## src/stg_defs.vh

```
// Constants for the solenoid trigger gate: register map, field positions,
// reset values and timing figures. Assumes a 25 MHz system clock.
`ifndef STG_DEFS_VH
`define STG_DEFS_VH

// Register offsets on the 4-bit register port
`define STG_ADDR_CTRL 4'h0
`define STG_ADDR_CMD 4'h1
`define STG_ADDR_STATUS 4'h2

// Control register fields
`define STG_CTRL_MODE_LO 0
`define STG_CTRL_MODE_HI 1
`define STG_CTRL_POL 2
`define STG_CTRL_A_OUT 3
`define STG_CTRL_B_OUT 4
`define STG_CTRL_RESET 16'h0014

// Operating modes
`define STG_MODE_MANUAL 2'h0
`define STG_MODE_SINGLE 2'h1
`define STG_MODE_AUTO 2'h2
`define STG_MODE_TRIG 2'h3

// Command register bits, each a one-shot on write
`define STG_CMD_ON 0
`define STG_CMD_OFF 1
`define STG_CMD_IDENT 2

// Status register fields
`define STG_ST_SOL 0
`define STG_ST_PRIMED 1
`define STG_ST_ILK 2
`define STG_ST_TRIG 3
`define STG_ST_FLASH 4
`define STG_ST_PWR_LO 5
`define STG_ST_PWR_HI 8

// Timing: clock in kHz, times in ms (25000 kHz, 5000 ms, 3000 ms, 125 ms)
`define STG_CLK_KHZ 32'h0000_61a8
`define STG_WARM_MS 32'h0000_1388
`define STG_CANCEL_MS 32'h0000_0bb8
`define STG_FLASH_HALF_MS 32'h0000_007d
`define STG_FLASH_HALVES 4'h8

`endif

```

## src/stg_sync.v

```verilog
// Two-stage synchroniser for the asynchronous trigger and interlock lines.
// Assumes one system clock and a synchronous active-high reset.
`timescale 1ns/1ns
module stg_sync (
  input wire clk_i,
  input wire rst_i,
  input wire [2:0] d_i,
  output wire [2:0] q_o
);
  genvar gi;
  generate
    for (gi = 0; gi < 3; gi = gi + 1) begin : g_bit
      reg meta_r;
      reg sync_r;
      always @(posedge clk_i) begin
        if (rst_i) begin
          meta_r <= 1'b0;
          sync_r <= 1'b0;
        end else begin
          meta_r <= d_i[gi];
          sync_r <= meta_r;
        end
      end
      assign q_o[gi] = sync_r;
    end
  endgenerate
endmodule

```

## src/stg_gate.v

```verilog
// Solenoid trigger gate: decides when the solenoid drive is on, runs the
// power sequence and the identify flash, and holds the register port.
// Assumes a 25 MHz clock, a synchronous reset at power-on, wheel pulses
// synchronous to the clock, and a non-volatile store answering save_done_i.
//
// Notes on behaviour
// - Trigger input acts only in triggered mode
// - After reset port a input, b output
// - Selectable trigger polarity, high or low
// - Triggered: solenoid follows active trigger level
// - Trigger ignored until primed by wheel/host
// - Open trigger input reads as low
// - Active low, open input: on once primed
// - Active high, open input: stays off
// - Trigger alone never turns solenoid on
// - Open interlock loop blocks solenoid enable
// - Standby switch: save parameters, then power off
// - Early switch-on aborts power-off, save completes
// - About five seconds warm-up after power
// - Identify command flashes the display
// - Manual mode: host on/off drives solenoid
// - Wheel down always turns solenoid off
// - Manual: wheel up on, down off
//
// Design decisions made here: the address map and the plain strobed port.
`timescale 1ns/1ns
`include "stg_defs.vh"
module stg_gate #(
  parameter [31:0] WARM_CYC = `STG_WARM_MS * `STG_CLK_KHZ,
  parameter [31:0] CANCEL_CYC = `STG_CANCEL_MS * `STG_CLK_KHZ,
  parameter [31:0] FLASH_HALF_CYC = `STG_FLASH_HALF_MS * `STG_CLK_KHZ
) (
  input wire clk_i,
  input wire rst_i,
  input wire [3:0] addr_i,
  input wire [15:0] wr_data_i,
  input wire wr_i,
  input wire rd_i,
  output wire [15:0] rd_data_o,
  input wire wheel_up_i,
  input wire wheel_down_i,
  input wire power_sw_i,
  input wire save_done_i,
  input wire interlock_closed_i,
  input wire trigger_port_a_i,
  output wire trigger_port_a_o,
  output wire trigger_port_a_oe_o,
  input wire trigger_port_b_i,
  output wire trigger_port_b_o,
  output wire trigger_port_b_oe_o,
  output wire solenoid_drive_o,
  output wire power_hold_o,
  output wire save_start_o,
  output wire display_flash_o
);
  localparam [3:0] ST_WARM = 4'h1;
  localparam [3:0] ST_RUN = 4'h2;
  localparam [3:0] ST_SAVE = 4'h4;
  localparam [3:0] ST_OFF = 4'h8;

  function is_mode;
    input [1:0] mode;
    input [1:0] want;
    begin
      is_mode = (mode == want);
    end
  endfunction

  reg [15:0] ctrl_r;
  reg [15:0] rd_data_r;
  reg sol_r;
  reg sol_nxt;
  reg primed_r;
  reg primed_nxt;
  reg [3:0] pwr_r;
  reg [3:0] pwr_nxt;
  reg [31:0] pwr_cnt_r;
  reg [31:0] pwr_cnt_nxt;
  reg abort_r;
  reg abort_nxt;
  reg saved_r;
  reg saved_nxt;
  reg save_start_r;
  reg save_start_nxt;
  reg flash_r;
  reg [3:0] flash_left_r;
  reg [31:0] flash_tmr_r;
  reg trig_out_a_r;
  reg trig_out_b_r;

  wire [2:0] sync_q;
  wire trig_a_s;
  wire trig_b_s;
  wire ilk_ok;
  wire [1:0] mode;
  wire pol_high;
  wire a_out;
  wire b_out;
  wire trig_level;
  wire trig_active;
  wire run;
  wire cmd_wr;
  wire host_on;
  wire host_off;
  wire host_ident;
  wire trig_mode;
  wire [15:0] status;

  stg_sync u_sync (
    .clk_i(clk_i),
    .rst_i(rst_i),
    .d_i({interlock_closed_i, trigger_port_b_i, trigger_port_a_i}),
    .q_o(sync_q)
  );
  assign trig_a_s = sync_q[0];
  assign trig_b_s = sync_q[1];
  assign ilk_ok = sync_q[2];

  assign mode = ctrl_r[`STG_CTRL_MODE_HI:`STG_CTRL_MODE_LO];
  assign pol_high = ctrl_r[`STG_CTRL_POL];
  assign a_out = ctrl_r[`STG_CTRL_A_OUT];
  assign b_out = ctrl_r[`STG_CTRL_B_OUT];
  assign trig_mode = is_mode(mode, `STG_MODE_TRIG);
  assign run = (pwr_r == ST_RUN);

  assign cmd_wr = wr_i && (addr_i == `STG_ADDR_CMD);
  assign host_on = cmd_wr && wr_data_i[`STG_CMD_ON];
  assign host_off = cmd_wr && wr_data_i[`STG_CMD_OFF];
  assign host_ident = cmd_wr && wr_data_i[`STG_CMD_IDENT];

  // open input low
  // The first port set as input is the trigger; with none, the level is low
  assign trig_level = !a_out ? trig_a_s : (!b_out ? trig_b_s : 1'b0);

  assign trig_active = pol_high ? trig_level : !trig_level;

  // Control register writes
  always @(posedge clk_i) begin
    if (rst_i) begin
      ctrl_r <= `STG_CTRL_RESET;
    end else if (wr_i && (addr_i == `STG_ADDR_CTRL)) begin
      ctrl_r <= {11'h000, wr_data_i[4:0]};
    end
  end

  // Priming and solenoid decision
  always @* begin
    primed_nxt = primed_r;
    sol_nxt = sol_r;
    if (trig_mode) begin
      // priming needed
      // Set wins over a simultaneous ordinary clear
      if (wheel_up_i || host_on) begin
        primed_nxt = 1'b1;
      end else if (wheel_down_i || host_off) begin
        primed_nxt = 1'b0;
      end
      sol_nxt = primed_nxt && trig_active;
    end else begin
      primed_nxt = 1'b0;
      if (wheel_up_i) begin
        sol_nxt = 1'b1;
      end else if (wheel_down_i) begin
        sol_nxt = 1'b0;
      end
      if (is_mode(mode, `STG_MODE_MANUAL)) begin
        if (host_on) begin
          sol_nxt = 1'b1;
        end else if (host_off) begin
          sol_nxt = 1'b0;
        end
      end
    end
    if (wheel_down_i) begin
      sol_nxt = 1'b0;
    end
    // interlock drops state
    // Safety clears win over every set
    if (!ilk_ok || !run) begin
      sol_nxt = 1'b0;
      primed_nxt = 1'b0;
    end
  end

  always @(posedge clk_i) begin
    if (rst_i) begin
      sol_r <= 1'b0;
      primed_r <= 1'b0;
    end else begin
      sol_r <= sol_nxt;
      primed_r <= primed_nxt;
    end
  end

  // Trigger ports that are outputs repeat the solenoid state in the
  // selected active polarity, so cubes can be chained.
  always @(posedge clk_i) begin
    if (rst_i) begin
      trig_out_a_r <= 1'b0;
      trig_out_b_r <= 1'b0;
    end else begin
      trig_out_a_r <= pol_high ? sol_nxt : !sol_nxt;
      trig_out_b_r <= pol_high ? sol_nxt : !sol_nxt;
    end
  end

  // Power sequence
  always @* begin
    pwr_nxt = pwr_r;
    pwr_cnt_nxt = pwr_cnt_r;
    abort_nxt = abort_r;
    saved_nxt = saved_r;
    save_start_nxt = 1'b0;
    case (pwr_r)
      ST_WARM: begin
        if (pwr_cnt_r >= WARM_CYC - 32'h1) begin
          pwr_nxt = ST_RUN;
          pwr_cnt_nxt = 32'h0;
        end else begin
          pwr_cnt_nxt = pwr_cnt_r + 32'h1;
        end
      end
      ST_RUN: begin
        if (!power_sw_i) begin
          pwr_nxt = ST_SAVE;
          pwr_cnt_nxt = 32'h0;
          abort_nxt = 1'b0;
          saved_nxt = 1'b0;
          save_start_nxt = 1'b1;
        end
      end
      ST_SAVE: begin
        if (pwr_cnt_r < CANCEL_CYC - 32'h1) begin
          pwr_cnt_nxt = pwr_cnt_r + 32'h1;
          if (power_sw_i) begin
            abort_nxt = 1'b1;
          end
        end
        if (save_done_i) begin
          saved_nxt = 1'b1;
        end
        if (saved_nxt && abort_nxt) begin
          pwr_nxt = ST_RUN;
          pwr_cnt_nxt = 32'h0;
        end else if (saved_nxt && (pwr_cnt_nxt >= CANCEL_CYC - 32'h1)) begin
          pwr_nxt = ST_OFF;
        end
      end
      ST_OFF: begin
        pwr_nxt = ST_OFF;
      end
      default: begin
        pwr_nxt = ST_WARM;
        pwr_cnt_nxt = 32'h0;
      end
    endcase
  end

  always @(posedge clk_i) begin
    if (rst_i) begin
      pwr_r <= ST_WARM;
      pwr_cnt_r <= 32'h0;
      abort_r <= 1'b0;
      saved_r <= 1'b0;
      save_start_r <= 1'b0;
    end else begin
      pwr_r <= pwr_nxt;
      pwr_cnt_r <= pwr_cnt_nxt;
      abort_r <= abort_nxt;
      saved_r <= saved_nxt;
      save_start_r <= save_start_nxt;
    end
  end

  // Identify flash: a fixed number of half periods, restarted by a new request
  always @(posedge clk_i) begin
    if (rst_i) begin
      flash_r <= 1'b0;
      flash_left_r <= 4'h0;
      flash_tmr_r <= 32'h0;
    end else if (host_ident) begin
      flash_r <= 1'b1;
      flash_left_r <= `STG_FLASH_HALVES;
      flash_tmr_r <= 32'h0;
    end else if (flash_left_r != 4'h0) begin
      if (flash_tmr_r >= FLASH_HALF_CYC - 32'h1) begin
        flash_tmr_r <= 32'h0;
        flash_left_r <= flash_left_r - 4'h1;
        flash_r <= (flash_left_r == 4'h1) ? 1'b0 : !flash_r;
      end else begin
        flash_tmr_r <= flash_tmr_r + 32'h1;
      end
    end
  end

  // Read port: data stand only in the cycle after the read strobe
  assign status = {7'h00, pwr_r, flash_r, trig_active, ilk_ok, primed_r, sol_r};

  always @(posedge clk_i) begin
    if (rst_i) begin
      rd_data_r <= 16'h0000;
    end else if (rd_i) begin
      case (addr_i)
        `STG_ADDR_CTRL: rd_data_r <= ctrl_r;
        `STG_ADDR_STATUS: rd_data_r <= status;
        default: rd_data_r <= 16'h0000;
      endcase
    end else begin
      rd_data_r <= 16'h0000;
    end
  end

  assign rd_data_o = rd_data_r;
  assign solenoid_drive_o = sol_r;
  assign power_hold_o = (pwr_r != ST_OFF);
  assign save_start_o = save_start_r;
  assign display_flash_o = flash_r;
  assign trigger_port_a_o = trig_out_a_r;
  assign trigger_port_a_oe_o = a_out;
  assign trigger_port_b_o = trig_out_b_r;
  assign trigger_port_b_oe_o = b_out;
endmodule

```

## config.mk

```make
export PLATFORM = sky130hd
export DESIGN_NAME = stg_gate
export DESIGN_NICKNAME = d
export VERILOG_FILES = /design/src/stg_sync.v /design/src/stg_gate.v
export VERILOG_INCLUDE_DIRS = /design/src
export SDC_FILE = /design/constraint.sdc
export NUM_CORES = 1
export LEC_CHECK = 0
export CAP_MARGIN = 20
export CORE_UTILIZATION = 64
export CTS_CLUSTER_DIAMETER = 40
export CTS_CLUSTER_SIZE = 8
export DETAILED_ROUTE_END_ITERATION = 16
export DONT_BUFFER_PORTS = 1
export GPL_TIMING_DRIVEN = 0
export PLACE_DENSITY = 0.85
export SKIP_LAST_GASP = 1
export SLEW_MARGIN = 20
export SYNTH_ARGS = -nofsm -noshare
export SYNTH_HDL_FRONTEND = slang
export SYNTH_SLANG_ARGS = --single-unit
```

## constraint.sdc

```tcl
create_clock -name clk_i -period 2.9 [get_ports clk_i]
set_input_delay 0.58 -clock clk_i [delete_from_list [all_inputs] [get_ports clk_i]]
set_output_delay 0.58 -clock clk_i [all_outputs]
set_load 0.01 [all_outputs]
```

==> reports/metrics.yaml, run 1 <==
sta:
  finClkSkew_ns: 0.01085
  hold_viol: 0
  rsz0062_at_grt: "true"
  worst_pin_slew_ns: 0.8708
  fin_setup_tns_ns: -0.02670
  worst_slack_ns: -0.02670
  setup_viol_count_final: 1
  min_period_ns: 2.927
  finalCritPeriodShare: 1.009
  fmax_mhz: 341.7
  drv_slew: 0
  max_slew_margin: 0.4113
outcome:
  violations: "setup timing"
  outcome: "finished with violations"
power:
  p_per_area_nw_per_um2: 369.2
  ir_drop_v: 0.0001958
  pwr-share-clk: 0.370
  p_total_mw: 2.303
  sw_frac_of_total: 0.2436
  power.internal_mw: 1.742
  power_frac_seq: 0.599
  p_switching_uw: 561.0
  p_comb_frac: 0.032
  p_leak_nw: 2.329
clocking:
  htreeDepth: 3
  path_clk_slew_ns: 0.10
  cts_made_buffers: 9
  clockBufferDepth: 2
  cts_num_sinks: 99
  cts-root-buf: "clkbuf_8"
  clk_latency_ns: 0.37
  cts_tree: "done"
floorplanning:
  die_w_um: 95.17
  dieArea_um2: 9056
  die-height_um: 95.17
  io_pins: 55
  core_um2: 8299
  fp-row-count: 33
  initial_core_util: 0.6694
cells_and_area:
  drive_gt1_frac: 0.1847
  areaGrowthSynthToFinish_pct: 12.30
  antenna_cells: 0
  final_net_count: 734
  stdcell_area_um2: 6238
critical_path:
  slowest_delay_ns: 0.53
  cpMaxStageDelayCell: "or4b_1"
  crit_end: "pwr_r[2]"
  path_class: "reg -> reg"
  crit_required_ns: 3.22
  start_kind: "register"
  worst_ep_arrival_time_ns: 3.25
  worstSetupEndpointType: "register"
  reg2reg_from: "pwr_cnt_r[0]"
  cp_cell_sequence: "ha_2 -> and3_2 -> a21oi_4 -> o211ai_4 -> a21o_4 -> o311ai_0 -> a211o_1 -> a221oi_4 -> or4b_1 -> nand2_1"
  r2r_slack_ns: -0.03
  rr_endpoint: "pwr_r[2]"
  cp-startpoint: "pwr_cnt_r[0]"
  crit_fanout: 8
  ff2ff_path_depth: 10
placed_design:
  gp_congestion: 0.9523
  placed_cell_area_um2: 5709
  hpwl_um: 9937
  io_buffers: 0
synthesis:
  yosys.area.top_type: "dfxtp_1"
  synth_top_flop_cell: "dfxtp_1"
  ys.warnings.count: 0
  ys_seq_elements: 99
  yosysTopAreaCellShare: 0.3568
  ys_top_cells_by_area: "dfxtp_1 36%, nor2_1 5.7%, a21oi_1 4.8%"
  netlist_area_um2: 5555
  yosys.cell_types.count: 83
  synthCells: 668
  synth_top_cells_by_count: "99 x dfxtp_1, 85 x nor2_1, 53 x a21oi_1, 49 x nand2_1, 32 x o21ai_0"
  synth-edff-count: 0
  yosysMostFrequentCell: "dfxtp_1"
  ys_seq_area_frac: 0.3568
  async_reset_ff_frac: 0
  synth_area_per_cell_um2: 8.316
global_routing:
  grtUsageTotal: 0.3168
  overflow: 0
  grt_pass1_wl_um: 22370
  grt_max_degree: 18
  antenna_found_initial: 0
  grt_pass1_vias: 4657
routing:
  postRouteAntennaNets: 0
  first_iter_violations: 509
  post_drt_wl_per_cell_um: 17.75
  firstDrtPassIters: 5
  drcViolationCount: 0
  wl_um: 14360
  vias_per_cell: 6.460
  route.vias.total: 5226
min_path:
  hp-start: "trigger_port_a_i"
  hold_path.class: "in -> reg"
run:
  max_cap_violations: 0
## registers in the layout, summed over array words and instances, names as in the netlist, 3 cells and up
register	cells
flash_tmr_r	32
pwr_cnt_r	32
rd_data_o	9
ctrl_r	5
flash_left_r	4
pwr_r	4
u_sync.g_bit.meta_r	3
u_sync.g_bit.sync_r	3
## power groups by stage
stage / Clock (mW) / Combinational (mW) / Sequential [mW]
3_5_place_dp: 0 / 0.0704 / 1.41
2_1_floorplan: 0 / 0.0548 / 1.41
3_3_place_gp: 0 / 0.0676 / 1.41
6_report: 0.851 / 0.0735 / 1.38
5_1_grt: 0.911 / 0.0802 / 1.38
4_1_cts: 0.858 / 0.0718 / 1.38
## cell usage in the layout, fill, tap and decap left out, types with 15 or more instances in the layout
master	count
xor2_1	18
o21ai_0	31
a21oi_1	53
nor2_1	83
nand3_1	20
a31oi_1	16
and3_1	18
and2_1	18
buf_4	25
clkbuf_1	15
dfxtp_1	93
nand2_1	47
## worst min path at each step
stage                                   to  slack (ns)  cells past startpoint
floorplan           u_sync.g_bit[0].sync_r        0.41                      1
global placement    u_sync.g_bit[2].sync_r        0.42                      1
detailed placement  u_sync.g_bit[0].sync_r        0.42                      1
CTS                 u_sync.g_bit[0].meta_r        0.33                      1
global route        u_sync.g_bit[2].meta_r        0.34                      1
finish              u_sync.g_bit[0].meta_r        0.34                      1
## metal layers
metal,GRT usage,part of all wire
met4,0.1452,0.035
met3,0.05662,0.081
met1,0.3998,0.41
met5,0,0
met2,0.5232,0.47
## metrics by stage
stage	instances	utilization	worst slack [ns]	hold slack, ns
6_report	809	0.7517	-0.02670	0.3372
5_1_grt	809	0.7517	-0.06138	0.3433
4_1_cts	799	0.7220	-0.03780	0.3333
3_5_place_dp	779	0.6879	-0.5347	0.4227
3_3_place_gp	779	0.6879	-0.4467	0.4158
2_1_floorplan	674	-	0.2076	0.4138
## critical path, delay by kind of cell, from the launching register on
kind	cells	cell delay (ns)
compound gates	6	1.41
fa+ha+maj	1	0.24
flops	1	0.37
simple gates	3	0.86
## cells by family (layout without fill, tap and decap cells)
kind of cell,after synthesis,count (layout),synth area share
AOI/OAI and AO/OA,172,172,0.2128
muxes,5,5,0.01013
other,1,7,0.0006750
buffers and inverters,51,81,0.04842
adders and majority gates,4,4,0.009009
DFF,99,99,0.3568
and+or+nand+nor,302,302,0.3086
xor gates and xnor gates,34,34,0.05360
## repair_timing
| item | in CTS | in global routing |
|---|---|---|
| endpoints found under the setup margin | 28 | 28 |
| hold endpoints to repair | 0 | 0 |
| hold buffers | 0 | 0 |
| buffers inserted | 4 | 11 |
| pin swaps | 4 | 16 |
| gates resized for setup | 14 | 41 |
## final cells by class
class                   count  area, um2
well taps                 105      131.4
repair buffers             15      112.6
flip-flops and latches     99       1989
multi-input cells         524       3522
plain buffers              40      260.3
clock buffers              11      141.4
fillers                   609       2061
inverters                  10      37.54
clock inverters             5      43.79
Power figures use the tool's default switching activity.
==> inputs of run 2 (changes only) <==
--- a/config.mk
+++ b/config.mk
@@ -7,6 +7,7 @@
 export NUM_CORES = 1
 export LEC_CHECK = 0
 export CAP_MARGIN = 20
+export CORE_MARGIN = 3
 export CORE_UTILIZATION = 64
 export CTS_CLUSTER_DIAMETER = 40
 export CTS_CLUSTER_SIZE = 8
@@ -18,4 +19,5 @@
 export SLEW_MARGIN = 20
 export SYNTH_ARGS = -nofsm -noshare
 export SYNTH_HDL_FRONTEND = slang
+export SYNTH_HIERARCHICAL = 1
 export SYNTH_SLANG_ARGS = --single-unit
==> run 2 against run 1 <==
Effect of this change:
- the run still ends with setup timing left
- utilization grew 2.8 points
- count of clock-buffer cells in the layout shrank 1
- register-to-register slack lost 0.06 ns
- maximum frequency shrank 2.1%
- hold slack lost 0.081 ns
- clock power grew 2.6%
- power grew 10%
- synthesized cell count shrank 1.3%
- non-clock buffer count grew 21
- sequential power is essentially flat
- critical path type unchanged
- largest cell class unchanged
==> reports/metrics.yaml, run 2 <==
outcome:
  outcome: "finished with violations"  # unchanged
  violations: "setup timing"  # unchanged
cells_and_area:
  antenna_cells: 0  # unchanged
  fillers: 566  # was 609
  most-common-layout-cells: "91 x dfxtp_1, 73 x nor2_1, 63 x nand2_1"  # was 93 x dfxtp_1, 83 x nor2_1, 53 x a21oi_1
  areaGrowthSynthToFinish_pct: 14.82  # was 12.30%
  layout_commonest_cell: "dfxtp_1"  # unchanged
  drive_gt1_frac: 0.1866  # was 0.1847
  final_net_count: 732  # was 734
routing:
  route.vias.total: 5375  # was 5226
  drcViolationCount: 0  # unchanged
  firstDrtPassIters: 6  # was 5
  post_drt_wl_per_cell_um: 18.89  # was 17.75 um
  first_iter_violations: 715  # was 509
  vias_per_cell: 6.685  # was 6.460
  postRouteAntennaNets: 0  # unchanged
  wl_um: 15190  # was 14360 um
clocking:
  clockBufferDepth: 2  # unchanged
  cts-root-buf: "clkbuf_8"  # unchanged
  clk_latency_ns: 0.37  # about the same
  cts_made_buffers: 9  # unchanged
  cts_tree: "done"  # unchanged
  htreeDepth: 3  # unchanged
  cts_num_sinks: 99  # unchanged
  path_clk_slew_ns: 0.11  # was 0.10 ns
critical_path:
  ff2ff_path_depth: 10  # unchanged
  crit_end: "pwr_r[2]"  # unchanged
  reg2reg_from: "pwr_cnt_r[7]"  # was pwr_cnt_r[0]
  start_kind: "register"  # unchanged
  worstSetupEndpointType: "register"  # unchanged
  crit_required_ns: 3.21  # was 3.22 ns
  rr_endpoint: "pwr_r[2]"  # unchanged
  cp-startpoint: "pwr_cnt_r[7]"  # was pwr_cnt_r[0]
  path_class: "reg -> reg"  # unchanged
  worst_ep_arrival_time_ns: 3.30  # was 3.25 ns
  crit_fanout: 6  # was 8
  r2r_slack_ns: -0.09  # was -0.03 ns
min_path:
  hold_path.class: "in -> reg"  # unchanged
synthesis:
  ys_seq_area_frac: 0.3662  # was 0.3568
  ys.warnings.count: 6  # was 0
  ys_seq_elements: 99  # unchanged
  yosysTopAreaCellShare: 0.3662  # was 0.3568
  synth_area_per_cell_um2: 8.213  # was 8.316 um2
  synthCells: 659  # was 668
  yosys.area.top_type: "dfxtp_1"  # unchanged
  async_reset_ff_frac: 0  # unchanged
  yosys.cell_types.count: 72  # was 83
  synth_top_cells_by_count: "99 x dfxtp_1, 77 x nor2_1, 64 x nand2_1, 35 x a21oi_1, 34 x clkbuf_1"  # was 99 x dfxtp_1, 85 x nor2_1, 53 x a21oi_1, 49 x nand2_1, 32 x o21ai_0
  yosysMostFrequentCell: "dfxtp_1"  # unchanged
  netlist_area_um2: 5413  # was 5555 um2
  synth_top_flop_cell: "dfxtp_1"  # unchanged
  ys_top_cells_by_area: "dfxtp_1 37%, nor2_1 5.3%, nand2_1 4.4%"  # was dfxtp_1 36%, nor2_1 5.7%, a21oi_1 4.8%
  synth-edff-count: 0  # unchanged
sta:
  drv_slew: 0  # unchanged
  setup_viol_count_final: 2  # was 1
  rsz0062_at_grt: "true"  # unchanged
  worst_slack_ns: -0.09101  # was -0.02670 ns
  fmax_mhz: 334.3  # was 341.7 MHz
  whs_ns: 0.2561  # was 0.3372 ns
  finClkSkew_ns: 0.01064  # was 0.01085 ns
  hold_viol: 0  # unchanged
  worst_pin_slew_ns: 1.102  # was 0.8708 ns
  finalCritPeriodShare: 1.031  # was 1.009
  min_period_ns: 2.991  # was 2.927 ns
  max_slew_margin: 0.2636  # was 0.4113
power:
  ir_drop_v: 0.0004113  # was 0.0001958 V
  p_total_mw: 2.539  # was 2.303 mW
  p_leak_nw: 2.235  # was 2.329 nW
  p_per_area_nw_per_um2: 408.6  # was 369.2 nW/um2
global_routing:
  grt_pass1_vias: 4773  # was 4657
  antenna_found_initial: 0  # unchanged
  grt_max_degree: 20  # was 18
  overflow: 0  # unchanged
  grtUsageTotal: 0.2926  # was 0.3168
  grt_pass1_wl_um: 23230  # was 22370 um
floorplanning:
  initial_core_util: 0.6793  # was 0.6694
  die_w_um: 97.97  # was 95.17 um
  io_pins: 55  # unchanged
  fp-row-count: 32  # was 33
  die-height_um: 97.97  # was 95.17 um
  core_um2: 7968  # was 8299 um2
  dieArea_um2: 9597  # was 9056 um2
placed_design:
  io_buffers: 0  # unchanged
  hpwl_um: 9983  # was 9937 um
  gp_congestion: 1.019  # was 0.9523
run:
  max_cap_violations: 0  # unchanged
[run 2: cell types whose count changed after synthesis, sizes merged, moves of 5 or more]
cell	before	now
o21ai	38	25
nor2	85	77
and2	20	13
a221oi	5	0
clkbuf	16	34
xor2	19	11
a21oi	55	37
xnor2	15	21
nand2	52	65
a311oi	4	22
[run 2: layout make-up]
| type | instances | area, um2 | share of cell area |
|---|---|---|---|
| multi-input combinational | 502 | 3314 | 0.5333 |
| clock buffer | 10 | 127.6 | 0.02054 |
| timing repair buffer | 30 | 267.8 | 0.04308 |
| inverter | 9 | 33.78 | 0.005436 |
| tap | 102 | 127.6 | 0.02054 |
| sequential | 99 | 1999 | 0.3217 |
| clock inverter | 6 | 63.81 | 0.01027 |
| buffer | 46 | 280.3 | 0.04510 |
[run 2: how the worst min path moves through the flow]
stage | to | depth (start not counted) | slack (ns) | start
after floorplan | u_sync/g_bit[0].sync_r | 1 | 0.41 | u_sync/g_bit[0].meta_r
after global placement | u_sync/g_bit[1].sync_r | 1 | 0.42 | u_sync/g_bit[1].meta_r
after detailed placement | u_sync/g_bit[1].sync_r | 1 | 0.42 | u_sync/g_bit[1].meta_r
after CTS | u_sync/g_bit[0].sync_r | 1 | 0.25 | rst_i
after global routing | u_sync/g_bit[2].meta_r | 1 | 0.24 | rst_i
final | u_sync/g_bit[1].sync_r | 1 | 0.26 | rst_i
[run 2: through the flow]
step	setup TNS (ns)	utilization	worst slack (ns)	area, um2	std cells
after floorplan	0	-	0.03014	5449	665
after global placement	-13.86	0.6999	-0.5410	5577	767
after detailed placement	-14.95	0.7007	-0.5782	5583	767
after CTS	0	0.7607	0.0004610	6061	795
after global routing	-0.9907	0.7800	-0.1814	6215	804
final	-0.1729	0.7800	-0.09101	6215	804
[run 2: routing by layer]
layer / up-vias / wire, um / track usage
li1: 2471 / - / -
met4: 0 / 546 / 0.1033
met1: 2499 / 5843 / 0.3692
met3: 71 / 1379 / 0.06071
met5: - / 0 / 0
met2: 334 / 7421 / 0.4958
[run 2: critical path: stages, from the launching register on]
cell       delay [ns]
dfxtp_1          0.47
and4_1           0.23
clkbuf_1         0.24
nand4_1          0.31
nor2_2           0.30
nand3_1          0.23
o21a_1           0.26
o2111ai_2        0.26
o211ai_1         0.20
a311o_1          0.37
nand2_1          0.07
[run 2: kinds of logic (layout without fill, tap and decap cells)]
logic type / after synthesis / after routing / synth area share
compound gates: 161 / 161 / 0.2268
xor+xnor: 32 / 32 / 0.05178
fa+ha+maj: 4 / 4 / 0.009247
buf+inv: 64 / 101 / 0.05918
flops: 99 / 99 / 0.3662
mux: 4 / 4 / 0.007859
other cells: 1 / 7 / 0.0006928
simple gates: 294 / 294 / 0.2783
[run 2: power breakdown]
| group | leakage, nW | internal, mW | switching [mW] |
|---|---|---|---|
| sequential | 0.804 | 1.37 | 0.0138 |
| clock | 0.0941 | 0.338 | 0.535 |
| combinational | 1.34 | 0.119 | 0.158 |
[run 2: repair_timing]
action,in CTS,in global routing
setup endpoints to repair,34,23
hold buffers,0,0
cloned,0,2
buffers inserted,19,9
pin swaps,19,16
gates resized for setup,37,26
